**config.mk**
```make
export PLATFORM = sky130hd
export DESIGN_NAME = cssr_top
export DESIGN_NICKNAME = d
export VERILOG_FILES = /design/src/cssr_pkg.sv /design/src/cssr_top.sv
export SDC_FILE = /design/constraint.sdc
export NUM_CORES = 1
export LEC_CHECK = 0
export ABC_AREA = 1
export BUFFER_PORTS_ARGS = -buffer_cell sky130_fd_sc_hd__clkbuf_2
export CORE_ASPECT_RATIO = 1.4
export CORE_MARGIN = 8
export CORE_UTILIZATION = 30
export DETAILED_ROUTE_END_ITERATION = 12
export GPL_TIMING_DRIVEN = 1
export PLACE_DENSITY = 0.49
export SLEW_MARGIN = 10
export SYNTH_ARGS = -nofsm -noshare
export SYNTH_HDL_FRONTEND = slang
export SYNTH_SLANG_ARGS = --single-unit
```
**constraint.sdc**
```tcl
create_clock -name i_clock -period 3.8 [get_ports i_clock]
set_input_delay 0.19 -clock i_clock [delete_from_list [all_inputs] [get_ports i_clock]]
set_output_delay 0.19 -clock i_clock [all_outputs]
set_load 0.02 [all_outputs]
```
**src/cssr_pkg.sv**
```systemverilog
package cssr_pkg;
  // ****************************************
  // register map
  // ****************************************
  localparam logic [7:0] CSSR_OFF_TIMER = 8'h31;
  localparam logic [7:0] CSSR_OFF_PIN = 8'h32;
  localparam logic [7:0] CSSR_OFF_LOCK = 8'h39;
  localparam logic [7:0] CSSR_OFF_CPU = 8'h30;
  localparam logic [7:0] CSSR_OFF_SPEED = 8'h40;
  localparam logic [7:0] CSSR_OFF_STATUS = 8'h44;
  localparam logic [7:0] CSSR_OFF_VECTOR = 8'h48;
  localparam logic [7:0] CSSR_RST_TIMER = 8'h8F;
  localparam logic [7:0] CSSR_RST_PIN = 8'h00;
  localparam logic [7:0] CSSR_RST_LOCK = 8'h00;
  localparam logic [7:0] CSSR_RST_CPU = 8'h00;
  localparam logic [2:0] CSSR_RST_SPEED = 3'h0;
  localparam logic [15:0] CSSR_RESET_VECTOR = 16'h0000;
  localparam logic [7:0] CSSR_MASK_TIMER = 8'hFF;
  localparam logic [7:0] CSSR_MASK_PIN = 8'h1F;
  localparam logic [7:0] CSSR_MASK_LOCK = 8'h03;
  localparam logic [7:0] CSSR_MASK_CPU = 8'h61;
  // ****************************************
  // field positions
  // ****************************************
  localparam int CSSR_LOCK_DIS = 0;
  localparam int CSSR_FINE_ONLY = 1;
  localparam int CSSR_CPU_SEL = 0;
  localparam int CSSR_USB_SEL = 5;
  localparam int CSSR_USB_NODIV = 6;
  localparam int CSSR_XTAL_SEL = 4;
  localparam int CSSR_XTAL_EN = 3;
  localparam int CSSR_FILT_DIS = 2;
  localparam logic [1:0] CSSR_SRC_OSC = 2'h0;
  localparam logic [1:0] CSSR_SRC_EXT = 2'h1;
  localparam logic [1:0] CSSR_SRC_LPO = 2'h2;
  localparam logic [1:0] CSSR_SRC_CPU = 2'h3;
  localparam logic [1:0] CSSR_AXI_OKAY = 2'h0;
  localparam logic [1:0] CSSR_AXI_SLVERR = 2'h2;
  // ****************************************
  // timing
  // ****************************************
  localparam int CSSR_CLK_MHZ = 100;
  localparam int CSSR_WAKE_LPO_CYCLES = 3;
  typedef enum logic [1:0] {CSSR_IDLE, CSSR_COARSE, CSSR_FINE} cssr_trim_t;
  typedef struct packed {
    logic [1:0] tcap_div;
    logic [1:0] tcap_sel;
    logic [1:0] itmr_div;
    logic [1:0] itmr_sel;
  } cssr_timer_t;
endpackage : cssr_pkg

```
**src/cssr_top.sv**
```systemverilog
// Added by the designer: the AXI4-Lite interface to the registers.
`timescale 1ns/100ps
`default_nettype none
// Function
// - trim internal oscillator from low-speed packet timing when it clocks the engine.
// - lock disable clear tunes to 24 MHz; set stops packet trimming.
// - fine-tune-only skips coarse step and runs fine step only.
// - crystal select makes crystal the external clock source.
// - crystal enable takes clock input from crystal and forces pin enables off.
// - filter disable clear filters the clock input; set bypasses the filter.
// - clock output select 00 osc, 01 external, 10 low-power, 11 processor.
// - sleep forces processor clock to internal oscillator and stops it.
// - wake runs from internal oscillator, recovering within three low-power cycles.
// - power-on and watchdog reset restore register defaults.
// - separate flags record which reset type occurred.
// - after reset fetch from address 0x0000 with internal clocking.
// - at power-on processor clock defaults to 24 MHz divided by eight.
// - with engine clock from external source, no packet trimming.
module cssr_top
  import cssr_pkg::*;
#(
  parameter int TRIM_W = 8
) (
  input wire logic i_clock,
  input wire logic i_resetn,
  input wire logic i_watchdog_reset,
  input wire logic i_por_flag,
  input wire logic [31:0] i_awaddr,
  input wire logic i_awvalid,
  output logic o_awready,
  input wire logic [31:0] i_wdata,
  input wire logic [3:0] i_wstrb,
  input wire logic i_wvalid,
  output logic o_wready,
  output logic [1:0] o_bresp,
  output logic o_bvalid,
  input wire logic i_bready,
  input wire logic [31:0] i_araddr,
  input wire logic i_arvalid,
  output logic o_arready,
  output logic [31:0] o_rdata,
  output logic [1:0] o_rresp,
  output logic o_rvalid,
  input wire logic i_rready,
  input wire logic i_packet_edge,
  input wire logic i_packet_slow,
  input wire logic i_sleep,
  input wire logic i_lpo_tick,
  output logic [TRIM_W-1:0] o_osc_trim,
  output logic o_osc_run,
  output logic o_cpu_on_ext,
  output logic [1:0] o_tcap_sel,
  output logic [1:0] o_tcap_div,
  output logic [1:0] o_itmr_sel,
  output logic [1:0] o_itmr_div,
  output logic o_xtal_enable,
  output logic o_ext_from_xtal,
  output logic o_clock_input_pin_from_xtal,
  output logic o_pin_oe_force_off,
  output logic o_filter_bypass,
  output logic [1:0] o_clock_output_pin_sel,
  output logic [2:0] o_cpu_speed,
  output logic [15:0] o_fetch_addr
);
  // ****************************************
  // reset and pin synchronisers
  // ****************************************
  logic rst_s1_ff, rst_n_ff;
  always_ff @(posedge i_clock or negedge i_resetn) begin
    if (!i_resetn) begin
      rst_s1_ff <= 1'b0;
      rst_n_ff <= 1'b0;
    end else begin
      rst_s1_ff <= 1'b1;
      rst_n_ff <= rst_s1_ff;
    end
  end
  logic [4:0] pin_s1_ff, pin_s2_ff;
  always_ff @(posedge i_clock or negedge rst_n_ff) begin
    if (!rst_n_ff) begin
      pin_s1_ff <= 5'h00;
      pin_s2_ff <= 5'h00;
    end else begin
      pin_s1_ff <= {i_watchdog_reset, i_packet_edge, i_packet_slow, i_sleep, i_lpo_tick};
      pin_s2_ff <= pin_s1_ff;
    end
  end
  wire wdr_s = pin_s2_ff[4];
  wire pkt_s = pin_s2_ff[3];
  wire slow_s = pin_s2_ff[2];
  wire sleep_s = pin_s2_ff[1];
  wire lpo_s = pin_s2_ff[0];
  logic pkt_d_ff, lpo_d_ff, sleep_d_ff, wdr_d_ff;
  // ****************************************
  // register file
  // ****************************************
  cssr_timer_t timer_ff;
  logic [7:0] pin_cfg_ff, lock_ff, cpu_ff;
  logic [2:0] speed_ff;
  logic por_seen_ff, wdr_seen_ff, first_ff;
  logic aw_ff, w_ff;
  logic [7:0] awa_ff;
  logic [7:0] wd_ff;
  logic wst_ff;
  wire do_write = aw_ff && w_ff && !o_bvalid;
  wire [7:0] wmask = wst_ff ? 8'hFF : 8'h00;
  wire wr_timer = do_write && awa_ff == CSSR_OFF_TIMER;
  wire wr_pin = do_write && awa_ff == CSSR_OFF_PIN;
  wire wr_lock = do_write && awa_ff == CSSR_OFF_LOCK;
  wire wr_cpu = do_write && awa_ff == CSSR_OFF_CPU;
  wire wr_speed = do_write && awa_ff == CSSR_OFF_SPEED;
  wire wr_status = do_write && awa_ff == CSSR_OFF_STATUS;
  wire wr_hit = wr_timer | wr_pin | wr_lock | wr_cpu | wr_speed | wr_status;
  wire [7:0] ra = i_araddr[9:2];
  wire r_hit = ra == CSSR_OFF_TIMER || ra == CSSR_OFF_PIN || ra == CSSR_OFF_LOCK
    || ra == CSSR_OFF_CPU || ra == CSSR_OFF_SPEED || ra == CSSR_OFF_STATUS
    || ra == CSSR_OFF_VECTOR;
  wire [31:0] rsel = (ra == CSSR_OFF_TIMER) ? {24'h000000, timer_ff} :
    (ra == CSSR_OFF_PIN) ? {24'h000000, pin_cfg_ff} :
    (ra == CSSR_OFF_LOCK) ? {24'h000000, lock_ff} :
    (ra == CSSR_OFF_CPU) ? {24'h000000, cpu_ff} :
    (ra == CSSR_OFF_SPEED) ? {29'h00000000, speed_ff} :
    (ra == CSSR_OFF_STATUS) ? {30'h00000000, wdr_seen_ff, por_seen_ff} :
    (ra == CSSR_OFF_VECTOR) ? {16'h0000, CSSR_RESET_VECTOR} : 32'h00000000;
  wire take_ar = i_arvalid && !o_rvalid;
  wire wdr_rise = wdr_s && !wdr_d_ff;
  // status flags: hardware set beats software clear
  wire [1:0] st_clr = wr_status ? (wd_ff[1:0] & wmask[1:0]) : 2'h0;
  always_ff @(posedge i_clock or negedge rst_n_ff) begin
    if (!rst_n_ff) begin
      aw_ff <= 1'b0;
      w_ff <= 1'b0;
      awa_ff <= 8'h00;
      wd_ff <= 8'h00;
      wst_ff <= 1'b0;
      o_bvalid <= 1'b0;
      o_bresp <= CSSR_AXI_OKAY;
      o_rvalid <= 1'b0;
      o_rresp <= CSSR_AXI_OKAY;
      o_rdata <= 32'h00000000;
      // awready and wready are flops kept as the inverse of the holding registers; arready as the inverse of rvalid
      o_awready <= 1'b1;
      o_wready <= 1'b1;
      o_arready <= 1'b1;
    end else begin
      if (i_awvalid && !aw_ff) begin
        aw_ff <= 1'b1;
        o_awready <= 1'b0;
        // offsets are word indexes: the byte address is four times the index
        awa_ff <= i_awaddr[9:2];
      end
      if (i_wvalid && !w_ff) begin
        w_ff <= 1'b1;
        o_wready <= 1'b0;
        wd_ff <= i_wdata[7:0];
        wst_ff <= i_wstrb[0];
      end
      if (do_write) begin
        aw_ff <= 1'b0;
        w_ff <= 1'b0;
        o_awready <= 1'b1;
        o_wready <= 1'b1;
        o_bvalid <= 1'b1;
        o_bresp <= wr_hit ? CSSR_AXI_OKAY : CSSR_AXI_SLVERR;
      end else if (o_bvalid && i_bready) begin
        o_bvalid <= 1'b0;
      end
      if (take_ar) begin
        o_rvalid <= 1'b1;
        o_arready <= 1'b0;
        o_rdata <= rsel;
        o_rresp <= r_hit ? CSSR_AXI_OKAY : CSSR_AXI_SLVERR;
      end else if (o_rvalid && i_rready) begin
        o_rvalid <= 1'b0;
        o_arready <= 1'b1;
      end
    end
  end
  wire soft_rst = wdr_rise;
  always_ff @(posedge i_clock or negedge rst_n_ff) begin
    if (!rst_n_ff) begin
      timer_ff <= CSSR_RST_TIMER;
      pin_cfg_ff <= CSSR_RST_PIN;
      lock_ff <= CSSR_RST_LOCK;
      cpu_ff <= CSSR_RST_CPU;
      speed_ff <= CSSR_RST_SPEED;
    end else if (soft_rst) begin
      timer_ff <= CSSR_RST_TIMER;
      pin_cfg_ff <= CSSR_RST_PIN;
      lock_ff <= CSSR_RST_LOCK;
      cpu_ff <= CSSR_RST_CPU;
      speed_ff <= CSSR_RST_SPEED;
    end else begin
      if (wr_timer && wst_ff) timer_ff <= wd_ff & CSSR_MASK_TIMER;
      if (wr_pin && wst_ff) pin_cfg_ff <= wd_ff & CSSR_MASK_PIN;
      if (wr_lock && wst_ff) lock_ff <= wd_ff & CSSR_MASK_LOCK;
      if (sleep_s) cpu_ff[CSSR_CPU_SEL] <= 1'b0;
      else if (wr_cpu && wst_ff) cpu_ff <= wd_ff & CSSR_MASK_CPU;
      if (wr_speed && wst_ff) speed_ff <= wd_ff[2:0];
    end
  end
  always_ff @(posedge i_clock or negedge rst_n_ff) begin
    if (!rst_n_ff) begin
      por_seen_ff <= 1'b0;
      wdr_seen_ff <= 1'b0;
      first_ff <= 1'b1;
      pkt_d_ff <= 1'b0;
      lpo_d_ff <= 1'b0;
      sleep_d_ff <= 1'b0;
      wdr_d_ff <= 1'b0;
    end else begin
      first_ff <= 1'b0;
      pkt_d_ff <= pkt_s;
      lpo_d_ff <= lpo_s;
      sleep_d_ff <= sleep_s;
      wdr_d_ff <= wdr_s;
      por_seen_ff <= (first_ff && i_por_flag) || (por_seen_ff && !st_clr[0]);
      wdr_seen_ff <= wdr_rise || (wdr_seen_ff && !st_clr[1]);
    end
  end
  // ****************************************
  // oscillator lock trimming
  // ****************************************
  cssr_trim_t trim_st_ff;
  logic [TRIM_W-1:0] trim_ff;
  wire osc_feeds_usb = !cpu_ff[CSSR_USB_SEL];
  wire trim_ok = osc_feeds_usb && !lock_ff[CSSR_LOCK_DIS] && pkt_s && !pkt_d_ff;
  wire [TRIM_W-1:0] coarse_step = TRIM_W'(4);
  wire [TRIM_W-1:0] fine_step = TRIM_W'(1);
  wire trim_top = trim_ff > ~coarse_step;
  always_ff @(posedge i_clock or negedge rst_n_ff) begin
    if (!rst_n_ff) begin
      trim_st_ff <= CSSR_IDLE;
      trim_ff <= {1'b1, {(TRIM_W-1){1'b0}}};
    end else if (soft_rst) begin
      trim_st_ff <= CSSR_IDLE;
    end else begin
      case (trim_st_ff)
        CSSR_IDLE: begin
          if (trim_ok) trim_st_ff <= lock_ff[CSSR_FINE_ONLY] ? CSSR_FINE : CSSR_COARSE;
        end
        CSSR_COARSE: begin
          if (slow_s && !trim_top) trim_ff <= trim_ff + coarse_step;
          else if (!slow_s && trim_ff >= coarse_step) trim_ff <= trim_ff - coarse_step;
          trim_st_ff <= CSSR_FINE;
        end
        CSSR_FINE: begin
          if (slow_s && trim_ff != {TRIM_W{1'b1}}) trim_ff <= trim_ff + fine_step;
          else if (!slow_s && trim_ff != '0) trim_ff <= trim_ff - fine_step;
          trim_st_ff <= CSSR_IDLE;
        end
        default: trim_st_ff <= CSSR_IDLE;
      endcase
    end
  end
  // ****************************************
  // sleep and wake of the oscillator
  // ****************************************
  logic [1:0] wake_cnt_ff;
  logic osc_run_ff;
  wire lpo_rise = lpo_s && !lpo_d_ff;
  always_ff @(posedge i_clock or negedge rst_n_ff) begin
    if (!rst_n_ff) begin
      osc_run_ff <= 1'b1;
      wake_cnt_ff <= 2'h0;
    end else if (sleep_s) begin
      osc_run_ff <= 1'b0;
      wake_cnt_ff <= 2'h0;
    end else if (!osc_run_ff && lpo_rise) begin
      if (wake_cnt_ff == 2'(CSSR_WAKE_LPO_CYCLES - 1)) osc_run_ff <= 1'b1;
      else wake_cnt_ff <= wake_cnt_ff + 2'h1;
    end
  end
  // ****************************************
  // output registers
  // ****************************************
  always_ff @(posedge i_clock or negedge rst_n_ff) begin
    if (!rst_n_ff) begin
      o_osc_trim <= '0;
      o_osc_run <= 1'b0;
      o_cpu_on_ext <= 1'b0;
      o_tcap_sel <= 2'h0;
      o_tcap_div <= 2'h0;
      o_itmr_sel <= 2'h0;
      o_itmr_div <= 2'h0;
      o_xtal_enable <= 1'b0;
      o_ext_from_xtal <= 1'b0;
      o_clock_input_pin_from_xtal <= 1'b0;
      o_pin_oe_force_off <= 1'b0;
      o_filter_bypass <= 1'b0;
      o_clock_output_pin_sel <= CSSR_SRC_OSC;
      o_cpu_speed <= CSSR_RST_SPEED;
      o_fetch_addr <= CSSR_RESET_VECTOR;
    end else begin
      o_osc_trim <= trim_ff;
      o_osc_run <= osc_run_ff;
      o_cpu_on_ext <= cpu_ff[CSSR_CPU_SEL];
      // source and divider fields to the clock muxes
      o_tcap_sel <= timer_ff.tcap_sel;
      o_itmr_sel <= timer_ff.itmr_sel;
      o_tcap_div <= timer_ff.tcap_div;
      o_itmr_div <= timer_ff.itmr_div;
      o_xtal_enable <= pin_cfg_ff[CSSR_XTAL_EN];
      o_ext_from_xtal <= pin_cfg_ff[CSSR_XTAL_SEL];
      o_clock_input_pin_from_xtal <= pin_cfg_ff[CSSR_XTAL_EN];
      o_pin_oe_force_off <= pin_cfg_ff[CSSR_XTAL_EN];
      o_filter_bypass <= pin_cfg_ff[CSSR_FILT_DIS];
      o_clock_output_pin_sel <= pin_cfg_ff[1:0];
      // speed code 0 is divide by eight
      o_cpu_speed <= speed_ff;
      o_fetch_addr <= CSSR_RESET_VECTOR;
    end
  end
  // ****************************************
  // checks
  // ****************************************
  a_lock_blocks: assert property (@(posedge i_clock) disable iff (!rst_n_ff)
    (lock_ff[CSSR_LOCK_DIS] && trim_st_ff == CSSR_IDLE) |=> trim_st_ff == CSSR_IDLE)
    else $error("trim started while lock disabled");
  a_ext_no_trim: assert property (@(posedge i_clock) disable iff (!rst_n_ff)
    (cpu_ff[CSSR_USB_SEL] && trim_st_ff == CSSR_IDLE) |=> trim_st_ff == CSSR_IDLE)
    else $error("trim started with external engine clock");
  a_fine_only: assert property (@(posedge i_clock) disable iff (!rst_n_ff)
    (trim_st_ff == CSSR_IDLE && trim_ok && lock_ff[CSSR_FINE_ONLY] && !soft_rst)
    |=> trim_st_ff == CSSR_FINE) else $error("coarse step ran in fine-only");
  a_sleep_force: assert property (@(posedge i_clock) disable iff (!rst_n_ff)
    sleep_s |=> !cpu_ff[CSSR_CPU_SEL] && !osc_run_ff)
    else $error("sleep did not force oscillator");
  a_xtal_pins: assert property (@(posedge i_clock) disable iff (!rst_n_ff)
    $past(rst_n_ff) |-> o_pin_oe_force_off == $past(pin_cfg_ff[CSSR_XTAL_EN])
    && o_clock_input_pin_from_xtal == $past(pin_cfg_ff[CSSR_XTAL_EN]))
    else $error("pin enables not forced with crystal");
  a_clock_output_pin_sel: assert property (@(posedge i_clock) disable iff (!rst_n_ff)
    $past(rst_n_ff) |-> o_clock_output_pin_sel == $past(pin_cfg_ff[1:0]))
    else $error("clock output select mismatch");
  a_wdr_flag: assert property (@(posedge i_clock) disable iff (!rst_n_ff)
    wdr_rise |=> wdr_seen_ff && timer_ff == CSSR_RST_TIMER)
    else $error("watchdog reset not recorded");
  a_vector: assert property (@(posedge i_clock) disable iff (!rst_n_ff)
    o_fetch_addr == CSSR_RESET_VECTOR) else $error("fetch address not vector");
endmodule : cssr_top
`default_nettype wire

```
# Word-level counts from Yosys, hierarchy flattened
# Cells that the tools add are included.
# classes
n_addsub	5
order_cmp	2
n_eq_ne	22
n_mux	51
n_bitwise	7
n_reduce_logical	72
# op_table
operator	count
2-to-1 mux 8 bit	16
equality test 8 x 6 -> 1 bit, second input constant	8
equality test 8 x 7 -> 1 bit, second input constant	5
logical AND 1 bit	31
nonzero test 2 bit	12
2-to-1 mux 2 bit	11
2-to-1 mux 1 bit	18
case mux 8 bit (2 select lines)	1
zero test 1 bit	14
2-to-1 mux 3 bit	3
!= test 3 bit, second input constant	3
adder 8 x 1 -> 8 bit, second input constant	1
adder 8 x 3 -> 8 bit, second input constant	1
>= comparator 8 x 3 -> 1 bit, second input constant	1
greater-than comparator 8 bit, second input constant	1
logical OR 1 bit	8
!= test 8 bit, second input constant	1
nonzero test 8 bit	1
subtractor 8 x 1 -> 8 bit, second input constant	1
subtractor 8 x 3 -> 8 bit, second input constant	1
2-to-1 mux 7 bit	1
AND reduction 2 bit	3
OR 1 bit	5
equality test 2 bit, second input constant	2
other kinds (10)	10
# totals
regBits	152
out_inout_bits	85
word_cells	207

# Logic depth before layout (Yosys ltp)
# depth
word_depth	9
ltp_mapped	16
ltp_nobuf	16

# Least setup slack after synthesis
# OpenSTA, ideal clock, no wires.
# synth_timing
path_type	register to register
start	reg trim_ff[2]
end	reg trim_ff[5]
setup_time_ns	0.116
arrival_ns	2.023
required_time_ns	3.684
slack_ns	1.661
path_stages_with_launch	15
synth_period_minus_slack_ns	2.139
cell_sequence	dfrtp_1 -> ha_1 -> inv_1 -> nor2_1 -> nand2_2 -> nand2_2 -> ha_1 -> nand2_1 -> or2_2 -> nand3_1 -> nand2_1 -> nand3_1 -> nand2_1 -> nand2_1 -> nand2_1
# synth_between
elab_chain_len	5
# synth_lines
item	line	source
from (decl)	cssr_top.sv:225	logic [TRIM_W-1:0] trim_ff;
from (signal assigned)	cssr_top.sv:234	trim_ff <= {1'b1, {(TRIM_W-1){1'b0}}};
from (signal assigned)	cssr_top.sv:243	if (slow_s && !trim_top) trim_ff <= trim_ff + coarse_step;
from (signal assigned)	cssr_top.sv:244	else if (!slow_s && trim_ff >= coarse_step) trim_ff <= trim_ff - coarse_step;
greater-than comparator 8 bit	cssr_top.sv:230	wire trim_top = trim_ff > ~coarse_step;
zero test 1 bit	cssr_top.sv:243	
logical AND 1 bit	cssr_top.sv:243	
!= test 3 bit (no line) or 2-to-1 mux 8 bit (tied branches)	-	
AND reduction 4 bit (no line) or case mux 8 bit (2 select lines) (tied branches)	-	
# Parallel ways exist; a longest one is shown, timed or not. The select of a mux whose other input is x is not followed.
# A chain may end at the register's enable or synchronous reset.

# Final worst setup path
# layout_timing
start	reg trim_ff[3]
end	reg trim_ff[3]
# Same word-level chain as after synthesis.

==> reports/results.ini <==
[drt]
via_count=4173
detail_route.wl_per_cell_microns=13.1
drt_iter0_drc=217
antenna_left=0
viasPerCell=4.25
drc_errors=0
firstDrtPassIters=4
wl_microns=12800

[timing]
setup_tns_ps=0
tightest_slew_ps=799
hold_violations=0
rsz0062_at_grt=no
drv_slew=0
setup_violations=0
max-slew-margin-rel_pct=46.5
min_period_ps=2520
max_freq_mhz=396
fin_crit_sh_pct=66.4
fin_skew_ps=10.7

[worst_setup_path]
timing_worst_setup_path_type=reg2reg
r2r-end=trim_ff[3]
end_kind=register
crit_fanout=11
r2r_cells=13
startpoint_type=register
critPathRequiredTime_ps=4080
cp.arrival_ps=2800
worst_r2r_startpoint=trim_ff[3]
r2r_slack_ps=1280

[finish]
nNetsFinal=862
mostFrequentLayoutCells=nand2_1 (179), dfrtp_1 (100), clkbuf_2 (80)
syn_to_final_growth_pct=15.4
layout_commonest_cell=nand2_1
final_layout_size_suffix_gt1_share_pct=19.1
final_util_pct=34.9
antennaDiodeCount=0

[global_route]
grt_antenna_before_repair=0
grt_remaining_overflow=0
first_global_vias=4322
grt_pass1_wl_microns=21200
grt.total_usage_pct=11.7
grt_max_degree=57

[die]
die_y_microns=177
fp.dieW_microns=131
die_area_sq_um=23100
core.rowCount=59
core_area_sq_um=18300
ios=198
start_util_pct=30.2

[yosys]
synth-async-reset-ratio_pct=100
syn_inst=645
synth_area_sq_um=5530
ys.flop_type=dfrtp_1
syn_area_per_cell_sq_um=8.58
ys_seq_area_share_pct=50.9
synth-edff-count=0
ys_seq_elements=112
synthDistinctLibCells=37
yosysWarnings=0

[clock_tree]
post_cts_buffers=0
cts.reportedPaths.clkPinSlew_ps=80
cts_root_buf=clkbuf_16
cts_buffer_depth=2
cts_buffers=9
clock_latency_ps=350
htreeDepth=3
tritoncts=yes
clock-sinks=112

[hold_path]
hold_path_class=in2reg
hp-start=i_awaddr[3]
whs_endpoint=awa_ff[1]
min_delay_path_depth=3

[place]
gp_congestion=0.783
hpwl_microns=9890
port_buffers=80

[power]
p_sw_share_pct=39.8
p_comb_share_pct=31.8
clkPwrFrac_pct=24.0
p_leak_nw=3.31
power.internal_mw=2.36
seqPwrFrac_pct=44.2
powerDensity_nw_per_um2=614
vdd_drop_max_mv=0.242
p_sw_mw=1.56

[run]
maxCapViolations=0

[run_status]
status=completed

==> critical path, cell delays in order (launching register included) <==
cell and delay [ps]:
dfrtp_1 540, ha_1 290, inv_1 70, nor2_1 130
nand2_2 80, nand2_2 190, ha_1 350, a21oi_1 200
nand2_1 110, a21oi_1 130, o21ai_0 110, o21ai_0 80
nand2_1 70, o21ai_1 100
==> cells in the mapped netlist (10+ instances only) <==
| cell | count | area (sq um) |
|---|---|---|
| nor2_1 | 43 | 161 |
| nand4_1 | 12 | 75.1 |
| nand3_1 | 36 | 180 |
| o21ai_0 | 35 | 175 |
| nand2_1 | 179 | 672 |
| a21oi_1 | 16 | 80.1 |
| buf_4 | 44 | 330 |
| nor3_1 | 11 | 55.1 |
| inv_1 | 69 | 259 |
| o21ai_1 | 10 | 50.1 |
| ha_1 | 15 | 188 |
| dfstp_2 | 11 | 289 |
| dfrtp_1 | 101 | 2530 |
==> stage by stage <==
stage	total power, mW	setup slack (ps)	area [sq um]	hold slack, ps	cells
finish	3.92	1280	6390	40.6	982
global route	4.24	1020	6390	43.8	982
CTS	3.99	1260	6390	22.8	982
detailed placement	3.02	1280	6020	-22.1	959
global placement	3.01	1240	6020	-22.7	959
floorplan	2.70	468	5690	-106	687
==> kinds of logic (layout without fill, tap and decap cells) <==
kind of cell / Yosys count / after routing / share of synthesized area (%)
other: 2 / 44 / 0.136
muxes: 1 / 1 / 0.203
AOI/OAI and AO/OA: 70 / 70 / 6.62
DFF: 112 / 112 / 50.9
and+or+nand+nor: 309 / 309 / 25.2
xor gates and xnor gates: 6 / 6 / 0.950
adders and majority gates: 16 / 16 / 3.75
buffers and inverters: 129 / 180 / 12.2
==> worst max-delay path by stage <==
stage / start / end / cells past startpoint
floorplan: rst_n_ff / aw_ff / 0
global placement: trim_ff[3] / trim_ff[3] / 13
detailed placement: trim_ff[3] / trim_ff[3] / 13
CTS: trim_ff[3] / trim_ff[3] / 13
global route: trim_ff[2] / trim_ff[3] / 12
finish: trim_ff[3] / trim_ff[3] / 13
==> metal layers <==
metal	part of all wire (%)	track usage [%]	vias up
met3	4.8	2.08	11
met1	47	14.9	1923
met2	47	18.9	103
met4	1.8	5.23	0
li1	-	-	2136
met5	0	0	-
==> flip-flops by register name (all words and copies together) (netlist names), 3 cells and up <==
| name | cells |
|---|---|
| pin_s1_ff | 5 |
| o_osc_trim | 8 |
| cpu_ff | 3 |
| awa_ff | 8 |
| pin_s2_ff | 5 |
| o_cpu_speed | 3 |
| timer_ff | 8 |
| o_rdata | 8 |
| pin_cfg_ff | 5 |
| trim_ff | 8 |
| wd_ff | 8 |
| speed_ff | 3 |
==> power groups by stage <==
stage / Combinational (mW) / Clock (mW) / Sequential [mW]
global placement: 1.25 / 0 / 1.76
finish: 1.25 / 0.940 / 1.73
detailed placement: 1.26 / 0 / 1.76
floorplan: 0.929 / 0 / 1.77
CTS: 1.27 / 0.979 / 1.74
global route: 1.44 / 1.02 / 1.78
==> layout make-up <==
class / count / area [sq um]
fillers: 1954 / 11900
inverters: 75 / 282
clock inverters: 7 / 72.6
well taps: 244 / 305
clock buffers: 9 / 225
flip-flops and latches: 112 / 2820
repair buffers: 89 / 485
multi-input cells: 446 / 2200
==> timing repair <==
action                    4_1_cts  5_1_grt
hold endpoints to repair        8        0
gates resized for setup         0        0
hold buffers                    7        0
Power figures use the tool's default switching activity.
